$ cat config.mk
export PLATFORM = sky130hd
export DESIGN_NAME = relay_logic_input_functions
export DESIGN_NICKNAME = d
export VERILOG_FILES = /design/src/rtl/relay_pkg.sv /design/src/rtl/supervision_if.sv /design/src/rtl/pin_sync.sv /design/src/rtl/alarm_delay_timer.sv /design/src/rtl/relay_logic_input_functions.sv
export SDC_FILE = /design/constraint.sdc
export NUM_CORES = 1
export LEC_CHECK = 0
export ABC_AREA = 1
export BUFFER_PORTS_ARGS = -buffer_cell sky130_fd_sc_hd__buf_2
export CAP_MARGIN = 20
export CORE_MARGIN = 8
export CORE_UTILIZATION = 44
export DETAILED_ROUTE_END_ITERATION = 7
export PLACE_DENSITY_LB_ADDON = 0.05
export SYNTH_ARGS = -nofsm -noshare
export SYNTH_HDL_FRONTEND = slang
export SYNTH_SLANG_ARGS = --single-unit
$ cat constraint.sdc
create_clock -name clk_in -period 2.3 [get_ports clk_in]
set_input_delay 0.23 -clock clk_in [delete_from_list [all_inputs] [get_ports clk_in]]
set_output_delay 0.23 -clock clk_in [all_outputs]
set_load 0.05 [all_outputs]
$ cat src/rtl/relay_pkg.sv
// Shared constants for the relay logic-input functions block.
// Assumes a single 50 MHz clock and AXI4-Lite software access.
`default_nettype none

package relay_pkg;
  // Register byte offsets
  localparam logic [7:0] OFF_CTRL = 8'h00;
  localparam logic [7:0] OFF_DELAY = 8'h04;
  localparam logic [7:0] OFF_STATUS = 8'h08;
  localparam logic [7:0] OFF_IRQ_STAT = 8'h0c;
  localparam logic [7:0] OFF_IRQ_MASK = 8'h10;
  localparam int ADDR_W = 8;

  // AXI responses
  localparam logic [1:0] RESP_OKAY = 2'h0;
  localparam logic [1:0] RESP_SLVERR = 2'h2;

  // Control register fields
  localparam int CTRL_W = 4;
  localparam int CTRL_MON_EN = 0;
  localparam int CTRL_GRP_MAP1 = 1;
  localparam int CTRL_GRP_MAP2 = 2;
  localparam int CTRL_FLT_MAP = 3;
  localparam logic [CTRL_W-1:0] CTRL_RST = 4'h0;

  // Supervision alarm delay in milliseconds
  localparam int DELAY_W = 16;
  localparam logic [DELAY_W-1:0] DELAY_RST = 16'h0064;

  // Interrupt status and mask fields
  localparam int IRQ_W = 5;
  localparam int IRQ_CLOSE = 0;
  localparam int IRQ_BLOCKED = 1;
  localparam int IRQ_TRIP = 2;
  localparam int IRQ_ALARM = 3;
  localparam int IRQ_GROUP = 4;

  // Status register fields
  localparam int STAT_GROUP = 0;
  localparam int STAT_CLOSE = 1;
  localparam int STAT_TRIP = 2;
  localparam int STAT_ALARM = 3;
  localparam int STAT_SUP = 4;
  localparam int STAT_IN_LSB = 8;

  // Synchronised input vector positions
  localparam int IN_W = 5;
  localparam int IN_GROUP = 0;
  localparam int IN_CLOSE = 1;
  localparam int IN_TRIP = 2;
  localparam int IN_FAULT = 3;
  localparam int IN_TCS = 4;

  // Timing
  localparam int CLK_PERIOD_NS = 20;
  localparam int TICK_PERIOD_NS = 1000000;
  localparam int TICK_CYCLES = TICK_PERIOD_NS / CLK_PERIOD_NS;
  localparam int DIV_W = 16;
endpackage : relay_pkg

`default_nettype wire

$ cat src/rtl/supervision_if.sv
// Link between the block core and its supervision delay timer.
// Assumes both ends share one clock.
`default_nettype none

interface supervision_if;
  import relay_pkg::*;
  logic run;
  logic [DELAY_W-1:0] delay;
  logic done;
  modport ctrl (output run, output delay, input done);
  modport timer (input run, input delay, output done);
endinterface : supervision_if

`default_nettype wire

$ cat src/rtl/pin_sync.sv
// Two-stage synchroniser for the binary contact inputs.
// Assumes the pins are asynchronous levels with no bounce filter needed here.
`default_nettype none

module pin_sync
  import relay_pkg::*;
(
  // Clock and reset
  input wire logic clk_in,
  input wire logic nrst_in,
  // Pins and synchronised levels
  input wire logic [relay_pkg::IN_W-1:0] pins_in,
  output logic [relay_pkg::IN_W-1:0] levels_out
);
  import relay_pkg::*;

  typedef struct packed {
    logic [IN_W-1:0] s1;
    logic [IN_W-1:0] s2;
  } sync_t;

  sync_t st_reg;
  sync_t st_next;

  // First stage feeds only the second stage
  always_comb begin
    st_next = st_reg;
    st_next.s1 = pins_in;
    st_next.s2 = st_reg.s1;
  end

  always_ff @(posedge clk_in or negedge nrst_in) begin
    if (!nrst_in) begin
      st_reg <= '0;
    end else begin
      st_reg <= st_next;
    end
  end

  assign levels_out = st_reg.s2;
endmodule : pin_sync

`default_nettype wire

$ cat src/rtl/alarm_delay_timer.sv
// Millisecond delay timer for trip-circuit supervision.
// Assumes run stays high for as long as the fault condition lasts.
`default_nettype none

module alarm_delay_timer
  import relay_pkg::*;
#(
  parameter int unsigned TICKS = relay_pkg::TICK_CYCLES
) (
  // Clock and reset
  input wire logic clk_in,
  input wire logic nrst_in,
  // Timer link
  supervision_if.timer sup
);
  import relay_pkg::*;

  typedef struct packed {
    logic [DIV_W-1:0] div;
    logic [DELAY_W-1:0] ms;
    logic done;
  } timer_t;

  timer_t st_reg;
  timer_t st_next;

  // Counting restarts whenever run drops, so a short blip never accumulates
  always_comb begin
    st_next = st_reg;
    if (!sup.run) begin
      st_next = '0;
    end else if (st_reg.ms == sup.delay) begin
      st_next.done = 1'h1;
    end else if (st_reg.div == DIV_W'(TICKS - 1)) begin
      st_next.div = '0;
      st_next.ms = st_reg.ms + DELAY_W'(1);
    end else begin
      st_next.div = st_reg.div + DIV_W'(1);
    end
  end

  always_ff @(posedge clk_in or negedge nrst_in) begin
    if (!nrst_in) begin
      st_reg <= '0;
    end else begin
      st_reg <= st_next;
    end
  end

  assign sup.done = st_reg.done;
endmodule : alarm_delay_timer

`default_nettype wire

$ cat src/rtl/relay_logic_input_functions.sv
// Binary logic-input functions: group select, manual close and trip, trip-circuit
// supervision, with an AXI4-Lite register slave and a level interrupt.
// Assumes one 50 MHz clock; contact pins are asynchronous, the protection trip and
// latched-LED flags come from logic on the same clock.
//
// Local design decisions: the AXI4-Lite slave port and the register addresses.
`default_nettype none

// Operation
// - Group select input low selects setting group one.
// - Group select input high selects setting group two.
// - Group follows the input only when mapped in both groups.
// - Accepted manual close drives the breaker close output.
// - Manual close activation also starts switch onto fault.
// - Manual close is blocked while any front indicator stays latched.
// - Manual close is blocked while mapped external breaker fault is high.
// - Manual trip input drives the breaker trip output.
// - Trip circuit continuity is watched whatever the breaker position.
// - Supervision evaluates only while no trip output is asserted.
// - Supervision and its alarm work only when enabled.
// - Alarm asserts only after fault persists for the set delay.
module relay_logic_input_functions
  import relay_pkg::*;
#(
  parameter int unsigned TICKS = TICK_CYCLES
) (
  // Clock and reset
  input wire logic clk_in,
  input wire logic nrst_in,
  // AXI4-Lite write channels
  input wire logic [relay_pkg::ADDR_W-1:0] s_axi_awaddr_in,
  input wire logic s_axi_awvalid_in,
  output logic s_axi_awready_out,
  input wire logic [31:0] s_axi_wdata_in,
  input wire logic [3:0] s_axi_wstrb_in,
  input wire logic s_axi_wvalid_in,
  output logic s_axi_wready_out,
  output logic [1:0] s_axi_bresp_out,
  output logic s_axi_bvalid_out,
  input wire logic s_axi_bready_in,
  // AXI4-Lite read channels
  input wire logic [relay_pkg::ADDR_W-1:0] s_axi_araddr_in,
  input wire logic s_axi_arvalid_in,
  output logic s_axi_arready_out,
  output logic [31:0] s_axi_rdata_out,
  output logic [1:0] s_axi_rresp_out,
  output logic s_axi_rvalid_out,
  input wire logic s_axi_rready_in,
  // Binary contact inputs
  input wire logic group_select_in,
  input wire logic manual_close_in,
  input wire logic manual_trip_in,
  input wire logic breaker_fault_external_signal_in,
  input wire logic trip_circuit_in,
  // Same-clock flags
  input wire logic protection_trip_in,
  input wire logic leds_latched_in,
  // Relay outputs
  output logic breaker_close_output_out,
  output logic breaker_trip_output_out,
  output logic breaker_alarm_output_out,
  output logic switch_onto_fault_out,
  output logic active_group_out,
  output logic irq_out
);
  import relay_pkg::*;

  typedef struct packed {
    logic grp;
    logic close;
    logic trip;
    logic onto_pulse;
    logic alarm;
    logic req_q;
    logic [CTRL_W-1:0] ctrl;
    logic [DELAY_W-1:0] delay;
    logic [IRQ_W-1:0] stat;
    logic [IRQ_W-1:0] mask;
    logic bvalid;
    logic [1:0] bresp;
    logic rvalid;
    logic [1:0] rresp;
    logic [31:0] rdata;
  } core_t;

  localparam core_t CORE_RST = '{ctrl: CTRL_RST, delay: DELAY_RST, default: '0};

  // Byte-lane merge of a write into an existing word
  function automatic logic [31:0] merge(input logic [31:0] old, input logic [31:0] nw,
                                        input logic [3:0] strb);
    logic [31:0] r;
    r = old;
    for (int i = 0; i < 4; i++) begin
      if (strb[i]) begin
        r[i*8 +: 8] = nw[i*8 +: 8];
      end
    end
    return r;
  endfunction

  // Address decode shared by the read and write paths
  function automatic logic [1:0] resp_of(input logic [ADDR_W-1:0] a);
    logic [1:0] r;
    r = RESP_SLVERR;
    if (a == OFF_CTRL || a == OFF_DELAY || a == OFF_STATUS || a == OFF_IRQ_STAT ||
        a == OFF_IRQ_MASK) begin
      r = RESP_OKAY;
    end
    return r;
  endfunction

  core_t st_reg;
  core_t st_next;
  logic [IN_W-1:0] in_s;
  logic wr_go;
  logic rd_go;
  logic close_req;
  logic close_blocked;
  logic sup_active;
  logic tcs_fault;
  logic [IRQ_W-1:0] events;
  logic [IRQ_W-1:0] w1c;
  logic [31:0] status_word;

  supervision_if sup ();

  // Contact inputs pass two flops before any function looks at them
  pin_sync u_sync (
    .clk_in(clk_in),
    .nrst_in(nrst_in),
    .pins_in({trip_circuit_in, breaker_fault_external_signal_in, manual_trip_in,
              manual_close_in, group_select_in}),
    .levels_out(in_s)
  );

  alarm_delay_timer #(
    .TICKS(TICKS)
  ) u_timer (
    .clk_in(clk_in),
    .nrst_in(nrst_in),
    .sup(sup)
  );

  // Bus handshakes: address and data are taken together, one transfer at a time
  assign wr_go = s_axi_awvalid_in && s_axi_wvalid_in && !st_reg.bvalid;
  assign rd_go = s_axi_arvalid_in && !st_reg.rvalid;
  assign s_axi_awready_out = wr_go;
  assign s_axi_wready_out = wr_go;
  assign s_axi_arready_out = !st_reg.rvalid;

  // Close blocking conditions and supervision qualifiers
  assign close_req = in_s[IN_CLOSE];
  assign close_blocked = leds_latched_in ||
                         (st_reg.ctrl[CTRL_FLT_MAP] && in_s[IN_FAULT]);
  assign sup_active = !protection_trip_in && !st_reg.trip;
  assign tcs_fault = !in_s[IN_TCS];
  assign sup.run = st_reg.ctrl[CTRL_MON_EN] && sup_active && tcs_fault;
  assign sup.delay = st_reg.delay;
  assign w1c = IRQ_W'(merge(32'h0, s_axi_wdata_in, s_axi_wstrb_in));

  // Read-only view of the block's live state
  always_comb begin
    status_word = '0;
    status_word[STAT_GROUP] = st_reg.grp;
    status_word[STAT_CLOSE] = st_reg.close;
    status_word[STAT_TRIP] = st_reg.trip;
    status_word[STAT_ALARM] = st_reg.alarm;
    status_word[STAT_SUP] = sup_active;
    status_word[STAT_IN_LSB +: IN_W] = in_s;
  end

  // Function logic, interrupt flags and register file
  always_comb begin
    st_next = st_reg;
    events = '0;
    // A half-mapped selector leaves the group where it is
    if (st_reg.ctrl[CTRL_GRP_MAP1] && st_reg.ctrl[CTRL_GRP_MAP2]) begin
      st_next.grp = in_s[IN_GROUP];
    end
    st_next.close = close_req && !close_blocked;
    st_next.onto_pulse = st_next.close && !st_reg.close;
    st_next.req_q = close_req;
    st_next.trip = in_s[IN_TRIP];
    st_next.alarm = sup.done && sup.run;
    events[IRQ_CLOSE] = st_next.onto_pulse;
    events[IRQ_BLOCKED] = close_req && !st_reg.req_q && close_blocked;
    events[IRQ_TRIP] = st_next.trip && !st_reg.trip;
    events[IRQ_ALARM] = st_next.alarm && !st_reg.alarm;
    events[IRQ_GROUP] = st_next.grp != st_reg.grp;
    // Write path
    if (st_reg.bvalid && s_axi_bready_in) begin
      st_next.bvalid = 1'h0;
    end
    if (wr_go) begin
      st_next.bvalid = 1'h1;
      st_next.bresp = resp_of(s_axi_awaddr_in);
      case (s_axi_awaddr_in)
        OFF_CTRL: st_next.ctrl = CTRL_W'(merge(32'(st_reg.ctrl), s_axi_wdata_in,
                                               s_axi_wstrb_in));
        OFF_DELAY: st_next.delay = DELAY_W'(merge(32'(st_reg.delay), s_axi_wdata_in,
                                                  s_axi_wstrb_in));
        OFF_IRQ_STAT: st_next.stat = st_reg.stat & ~w1c;
        OFF_IRQ_MASK: st_next.mask = IRQ_W'(merge(32'(st_reg.mask), s_axi_wdata_in,
                                                  s_axi_wstrb_in));
        default: st_next.stat = st_reg.stat;
      endcase
    end
    // New events win over a clear in the same cycle
    st_next.stat = st_next.stat | events;
    // Read path
    if (st_reg.rvalid && s_axi_rready_in) begin
      st_next.rvalid = 1'h0;
    end
    if (rd_go) begin
      st_next.rvalid = 1'h1;
      st_next.rresp = resp_of(s_axi_araddr_in);
      case (s_axi_araddr_in)
        OFF_CTRL: st_next.rdata = 32'(st_reg.ctrl);
        OFF_DELAY: st_next.rdata = 32'(st_reg.delay);
        OFF_STATUS: st_next.rdata = status_word;
        OFF_IRQ_STAT: st_next.rdata = 32'(st_reg.stat);
        OFF_IRQ_MASK: st_next.rdata = 32'(st_reg.mask);
        default: st_next.rdata = 32'h0;
      endcase
    end
  end

  always_ff @(posedge clk_in or negedge nrst_in) begin
    if (!nrst_in) begin
      st_reg <= CORE_RST;
    end else begin
      st_reg <= st_next;
    end
  end

  // Outputs straight from flops, except irq_out, the OR of the masked status flags
  assign breaker_close_output_out = st_reg.close;
  assign breaker_trip_output_out = st_reg.trip;
  assign breaker_alarm_output_out = st_reg.alarm;
  assign switch_onto_fault_out = st_reg.onto_pulse;
  assign active_group_out = st_reg.grp;
  assign irq_out = |(st_reg.stat & st_reg.mask);
  assign s_axi_bvalid_out = st_reg.bvalid;
  assign s_axi_bresp_out = st_reg.bresp;
  assign s_axi_rvalid_out = st_reg.rvalid;
  assign s_axi_rresp_out = st_reg.rresp;
  assign s_axi_rdata_out = st_reg.rdata;
endmodule : relay_logic_input_functions

`default_nettype wire

==> impl_metrics.py, run 1 <==
metrics = {
    "layout": {
        "drive_above_1_share_pct": 16.3,
        "final_util_pct": 50.5,
        "largest_reg_flops": 32,
        "insertedDiodeCount": 0,
        "nFillCells": 1301,
        "stdcell_count": 995,
        "fin_nets": 886,
        "synthToLayoutAreaGrowth_pct": 13.3,
    },
    "setup_path": {
        "crit_end": "u_timer.st_reg[14]",
        "critPathTopFamily": "simple AND/OR/NAND/NOR gates",
        "cp_slowest_cell": "dfrtp_1",
        "cp_slowest_stage_delay_ns": 0.42,
        "end_kind": "flop",
        "rr_worst_depth": 9,
        "path_max_fanout": 17,
        "reg2reg_slack_ns": 0.32,
        "cp_num_cells": 9,
        "cp-start-kind": "flop",
        "worstSetupPathType": "flop to flop",
        "crit_arrival_ns": 2.28,
        "crit_chain": "nor2_1 > inv_2 > nor2_4 > inv_2 > nor2_4 > clkinv_2 > nand2_4 > nand2_1 > nand2_1",
        "required_ns": 2.59,
        "r2r-start": "breaker_trip_output_out",
        "r2r-end": "u_timer.st_reg[14]",
        "cp.buffers_inverters": 3,
        "startpoint": "breaker_trip_output_out",
    },
    "global_routing": {
        "grt.busiest_layer": "met2",
        "grt_max_degree": 48,
        "met3_usage_pct": 5.21,
        "gr-total-overflow": 0,
        "antenna_found_initial": 0,
        "use_met2_pct": 29.8,
        "use_met1_pct": 23.1,
        "grt_pass1_wl_microns": 23700,
        "grt_pass1_vias": 4772,
        "track_usage_pct": 18.2,
    },
    "logic_synthesis": {
        "synth_cell_types": 38,
        "synthArstFlopShare_pct": 100,
        "synth_area_per_cell_sq_um": 7.42,
        "yosysSeqAreaShare_pct": 44.5,
        "ys_seq_elements": 99,
        "yosys_warnings": 0,
        "synthCells": 752,
        "synth_flop_cell": "dfrtp_1",
        "synth_top_area_share_pct": 43.1,
        "synth_area_leaders": "dfrtp_1 43%, nand2_1 16%, nor2_1 5.6%",
        "synthesis.area_sq_mm": 0.00558,
        "synth_top_cell_by_area": "dfrtp_1",
        "synth_edf_count": 0,
    },
    "min_path": {
        "hp-class": "input port to flop",
    },
    "sta": {
        "fin_crit_ns": 1.98,
        "relSlewSlack_pct": 56.2,
        "finalSetupViolations": 0,
        "slew_violations": 0,
        "hold_violations": 0,
        "finClkSkew_ns": 0.00686,
        "hold_slack_ns": 0.0437,
        "fmax_mhz": 504,
        "rsz0062_at_grt": "false",
        "fin_crit_sh_pct": 86.2,
        "tns_ns": 0,
        "tightest_slew_ns": 0.652,
    },
    "drt": {
        "drt_iter0_drc": 378,
        "vias_per_cell": 4.83,
        "dr.pass1.iters": 5,
        "routed_wl_microns": 14100,
        "drtAntennaViolNets": 0,
        "drc": 0,
        "vias": 4810,
        "avgRoutedWirePerCell_microns": 14.2,
    },
    "placement": {
        "io_buffers": 76,
        "place_congestion": 0.876,
        "hpwl_microns": 10700,
        "place_inst": 973,
    },
    "power_and_ir_drop": {
        "vdd_drop_max_v": 0.000417,
        "power.density_mw_per_mm2": 612,
        "p_leak_nw": 3.23,
    },
    "clocking": {
        "cts_tree": "yes",
        "path_clk_slew_ns": 0.07,
        "htreeDepth": 3,
        "cts_root_buf": "clkbuf_16",
        "ctsResizeCount": 0,
        "numCtsBuffers": 9,
        "clk_latency_ns": 0.36,
        "clock_path_buffers": 2,
        "clock_sinks": 99,
    },
    "job": {
        "maxCapViolations": 0,
    },
    "run_status": {
        "status": "finished, final reports clean",
    },
    "die": {
        "die_x_microns": 129,
        "ios": 113,
        "start_util_pct": 44.6,
        "die_h_microns": 129,
        "design.core.area_sq_mm": 0.0125,
        "die_area_sq_mm": 0.0165,
        "rows": 41,
    },
}
[cells in the mapped netlist, types with 4 or more instances]
| master | count |
|---|---|
| nor3_1 | 9 |
| nand2_1 | 231 |
| o21ai_0 | 45 |
| nand3_1 | 60 |
| xor2_1 | 9 |
| dfrtp_1 | 96 |
| clkbuf_1 | 7 |
| inv_2 | 9 |
| nand4_1 | 8 |
| o31ai_1 | 9 |
| buf_4 | 38 |
| nor2_4 | 4 |
| nand3b_1 | 5 |
| nor2_2 | 6 |
| inv_1 | 81 |
| o22ai_1 | 4 |
| nor2_1 | 83 |
| a21oi_1 | 16 |
[power breakdown]
group          switching [W]  internal (W)
Sequential         0.0000248       0.00179
Clock               0.000736      0.000878
Combinational       0.000344      0.000101
[kinds of logic after synthesis]
family                   synth area share, %
multiplexers                           0.606
buffers and inverters                   12.8
flip-flops                              44.5
other                                 0.0672
adder cells (fa/ha/maj)                0.449
AO/OA/AOI/OAI                           7.51
AND/OR/NAND/NOR                         32.3
XOR/XNOR                                1.73
[cells in the final DEF (no fill, tap or decap), types with 3 or more instances in the layout]
cell type        n
buf_2           75
inv_1           81
nor2_4           4
nand3b_1         5
nand4_1          8
dlygate4sd3_1    6
buf_4            8
dfstp_2          3
nand2_1        231
dfrtp_1         96
nor3_1           9
nor2_1          83
mux2_2           3
xor2_1           9
nor2_2           6
a21oi_1         16
inv_2            9
nand3_1         60
o31ai_1          9
o21ai_0         45
conb_1          18
o22ai_1          4
clkbuf_16        9
[worst min path at each step]
stage                                from                   to  slack, ns  cells past startpoint
after global placement            nrst_in  s_axi_rdata_out[12]       0.23                      1
after floorplan                   nrst_in     active_group_out      -0.07                      0
after global routing      s_axi_bready_in     s_axi_bvalid_out       0.06                      2
after detailed placement          nrst_in  s_axi_rdata_out[12]       0.24                      1
final                     s_axi_bready_in     s_axi_bvalid_out       0.04                      2
after CTS                 s_axi_bready_in     s_axi_bvalid_out       0.03                      2
[final cells by class]
class	count	area (sq um)	area share (%)
Sequential cell	99	2480	39.3
Timing Repair Buffer	90	515	8.16
Clock inverter	7	95.1	1.50
Inverter	91	343	5.42
Multi-Input combinational cell	527	2450	38.7
Tap cell	172	215	3.40
Clock buffer	9	225	3.56
[per-stage QoR]
stage          instance area [sq um]  worst slack, ns  total power [W]
2_1_floorplan                   5640            0.337          0.00218
3_3_place_gp                    5940            0.324          0.00228
3_5_place_dp                    5940            0.323          0.00229
4_1_cts                         6320            0.305          0.00394
5_1_grt                         6320            0.122          0.00405
6_report                        6320            0.317          0.00387
[what timing repair did]
item | 4_1_cts | 5_1_grt
setup buffers | 0 | 0
hold buffers | 6 | 0
endpoints found under the hold margin | 38 | 0
[layer usage]
metal  up-vias  wire [microns]
met1      2235            6490
met4         0             116
met5         -               0
met2       109            6740
met3        11             733
li1       2455               -
(Power assumes the default switching activity.)
==> run 2: changes to the inputs <==
==> constraint.sdc (replaced) <==
create_clock -name clk_in -period 2 [get_ports clk_in]
set_input_delay 0.2 -clock clk_in [delete_from_list [all_inputs] [get_ports clk_in]]
set_output_delay 0.2 -clock clk_in [all_outputs]
set_load 0.05 [all_outputs]
==> run 2 against run 1 <==
Sequential power increased by 15%; register-to-register slack worse by 0.09 ns; final area increased by 1.8%; critical endpoint is now u_timer.st_reg[1]; highest routed layer unchanged.
==> impl_metrics.py, run 2 (synthesis gave the netlist of run 1 again) <==
metrics = {
    "clocking": {
        "cts_tree": "yes",
        "clock_path_buffers": 2,
        "path_clk_slew_ns": 0.08,
        "numCtsBuffers": 9,
        "cts_root_buf": "clkbuf_16",
        "htreeDepth": 3,
        "clock_sinks": 99,
        "clk_latency_ns": 0.36,
        "post-cts-setup-buffer-count": 0,
    },
    "placement": {
        "io_buffers": 76,
        "place_congestion": 0.907,
        "place_ws_ns": 0.218,
        "hpwl_microns": 10700,
        "postPlaceCellArea_sq_mm": 0.00606,
    },
    "sta": {
        "tns_ns": 0,
        "rsz0062_at_grt": "false",
        "finalWorstSetupSlack_ns": 0.223,
        "fmax_mhz": 563,
        "hold_violations": 0,
        "fin_crit_sh_pct": 88.8,
        "finalSetupViolations": 0,
        "slew_violations": 0,
        "fin_crit_ns": 1.78,
        "finClkSkew_ns": 0.0115,
    },
    "global_routing": {
        "gr-total-overflow": 0,
        "grt_pass1_wl_microns": 23600,
        "antenna_found_initial": 0,
        "grt_pass1_vias": 4854,
        "grt_max_degree": 36,
        "track_usage_pct": 18.0,
    },
    "setup_path": {
        "crit_arrival_ns": 2.02,
        "crit_top_cell": "nand2_1",
        "cp_slowest_stage_delay_ns": 0.40,
        "cp-start-kind": "flop",
        "startpoint": "u_timer.st_reg[17]",
        "crit_chain": "ha_1 > nand2_1 > nor2_2 > nand3_2 > nor2_4 > nor2_4 > clkinv_2 > nand2_4 > nand2_1 > nand2_1",
        "path_max_fanout": 16,
        "required_ns": 2.25,
        "cp_slowest_cell": "dfrtp_1",
        "end_kind": "flop",
        "r2r-start": "u_timer.st_reg[17]",
        "worstSetupPathType": "flop to flop",
    },
    "die": {
        "die_h_microns": 129,
        "die_area_sq_mm": 0.0165,
        "start_util_pct": 44.6,
        "design.core.area_sq_mm": 0.0125,
        "rows": 41,
        "die_x_microns": 129,
        "ios": 113,
    },
    "power_and_ir_drop": {
        "p_sw_share_pct": 29.9,
        "power.density_mw_per_mm2": 682,
        "comb_power_share_pct": 11.7,
        "clockPowerShare_pct": 40.9,
        "p_sw_w": 0.00131,
        "vdd_drop_max_v": 0.000535,
        "power_frac_seq_pct": 47.4,
        "internal_power_w": 0.00308,
        "p_leak_nw": 3.30,
    },
    "layout": {
        "insertedDiodeCount": 0,
        "final_cell_mix": "231 x nand2_1, 96 x dfrtp_1, 83 x nor2_1",
        "synthToLayoutAreaGrowth_pct": 15.4,
        "drive_above_1_share_pct": 17.5,
        "nFillCells": 1282,
        "post-route-cell-area_sq_mm": 0.00643,
        "largest_reg_flops": 32,
        "final_common_cell": "nand2_1",
        "fin_nets": 898,
    },
    "drt": {
        "vias_per_cell": 4.82,
        "drt_iter0_drc": 330,
        "drtAntennaViolNets": 0,
        "routed_wl_microns": 13900,
        "avgRoutedWirePerCell_microns": 13.8,
        "drc": 0,
        "dr.pass1.iters": 5,
        "vias": 4856,
    },
    "job": {
        "maxCapViolations": 0,
    },
    "min_path": {
        "hp-class": "input port to flop",
        "hold_start": "s_axi_bready_in",
    },
    "run_status": {
        "status": "finished, final reports clean",
    },
}
[run 2: power by group through the flow]
stage | sequential (W) | combinational [W] | clock (W)
2_1_floorplan | 0.00215 | 0.000367 | 0
3_3_place_gp | 0.00212 | 0.000510 | 0
3_5_place_dp | 0.00212 | 0.000513 | 0
4_1_cts | 0.00208 | 0.000522 | 0.00185
5_1_grt | 0.00209 | 0.000557 | 0.00192
6_report | 0.00208 | 0.000514 | 0.00179
[run 2: cell type report]
cell class	count	area, sq um	area share (%)
Clock inverter	7	93.8	1.46
Multi-Input combinational cell	527	2450	38.0
Clock buffer	9	225	3.50
Tap cell	172	215	3.34
Sequential cell	99	2480	38.6
Timing Repair Buffer	102	631	9.80
Inverter	91	343	5.33
[run 2: repair_timing]
| item | CTS | global route |
|---|---|---|
| hold buffers | 6 | 0 |
| gates resized for setup | 0 | 0 |
| hold endpoints to repair | 34 | 0 |
[run 2: final timing paths]
kind / end / cells past startpoint / slack [ns]
hold reg to reg: u_sync.levels_out[4] / 0 / 0.35
min in group asynchronous: s_axi_rvalid_out / 2 / 0.34
setup reg to reg: u_timer.st_reg[1] / 10 / 0.22
setup / recovery: u_timer.st_reg[1] / 10 / 0.22
hold / removal: s_axi_bvalid_out / 2 / 0.02
max in group asynchronous: sup.delay[6] / 3 / 1.05
[run 2: through the flow]
stage | hold slack [ns] | util [%] | power, W | std cells
after CTS | 0.00875 | 51.4 | 0.00445 | 1007
final | 0.0163 | 51.4 | 0.00439 | 1007
after global placement | 0.192 | 48.4 | 0.00263 | 985
after detailed placement | 0.190 | 48.4 | 0.00263 | 985
after floorplan | -0.0956 | - | 0.00251 | 769
after global routing | 0.0290 | 51.4 | 0.00457 | 1007
[run 2: metal layers]
layer	part of all wire, %	vias up	wire [microns]	track usage [%]
li1	-	2474	-	-
met1	46	2274	6380	23.1
met2	48	98	6630	29.8
met3	5.3	10	742	4.59
met4	1.1	0	153	4.49
met5	0	-	0	0
[run 2: critical path: cells and delay by family (launching register included)]
family	cells	cell delay (ns)
simple gates	8	0.88
flops	1	0.40
fa+ha+maj	1	0.20
buf+inv	1	0.17
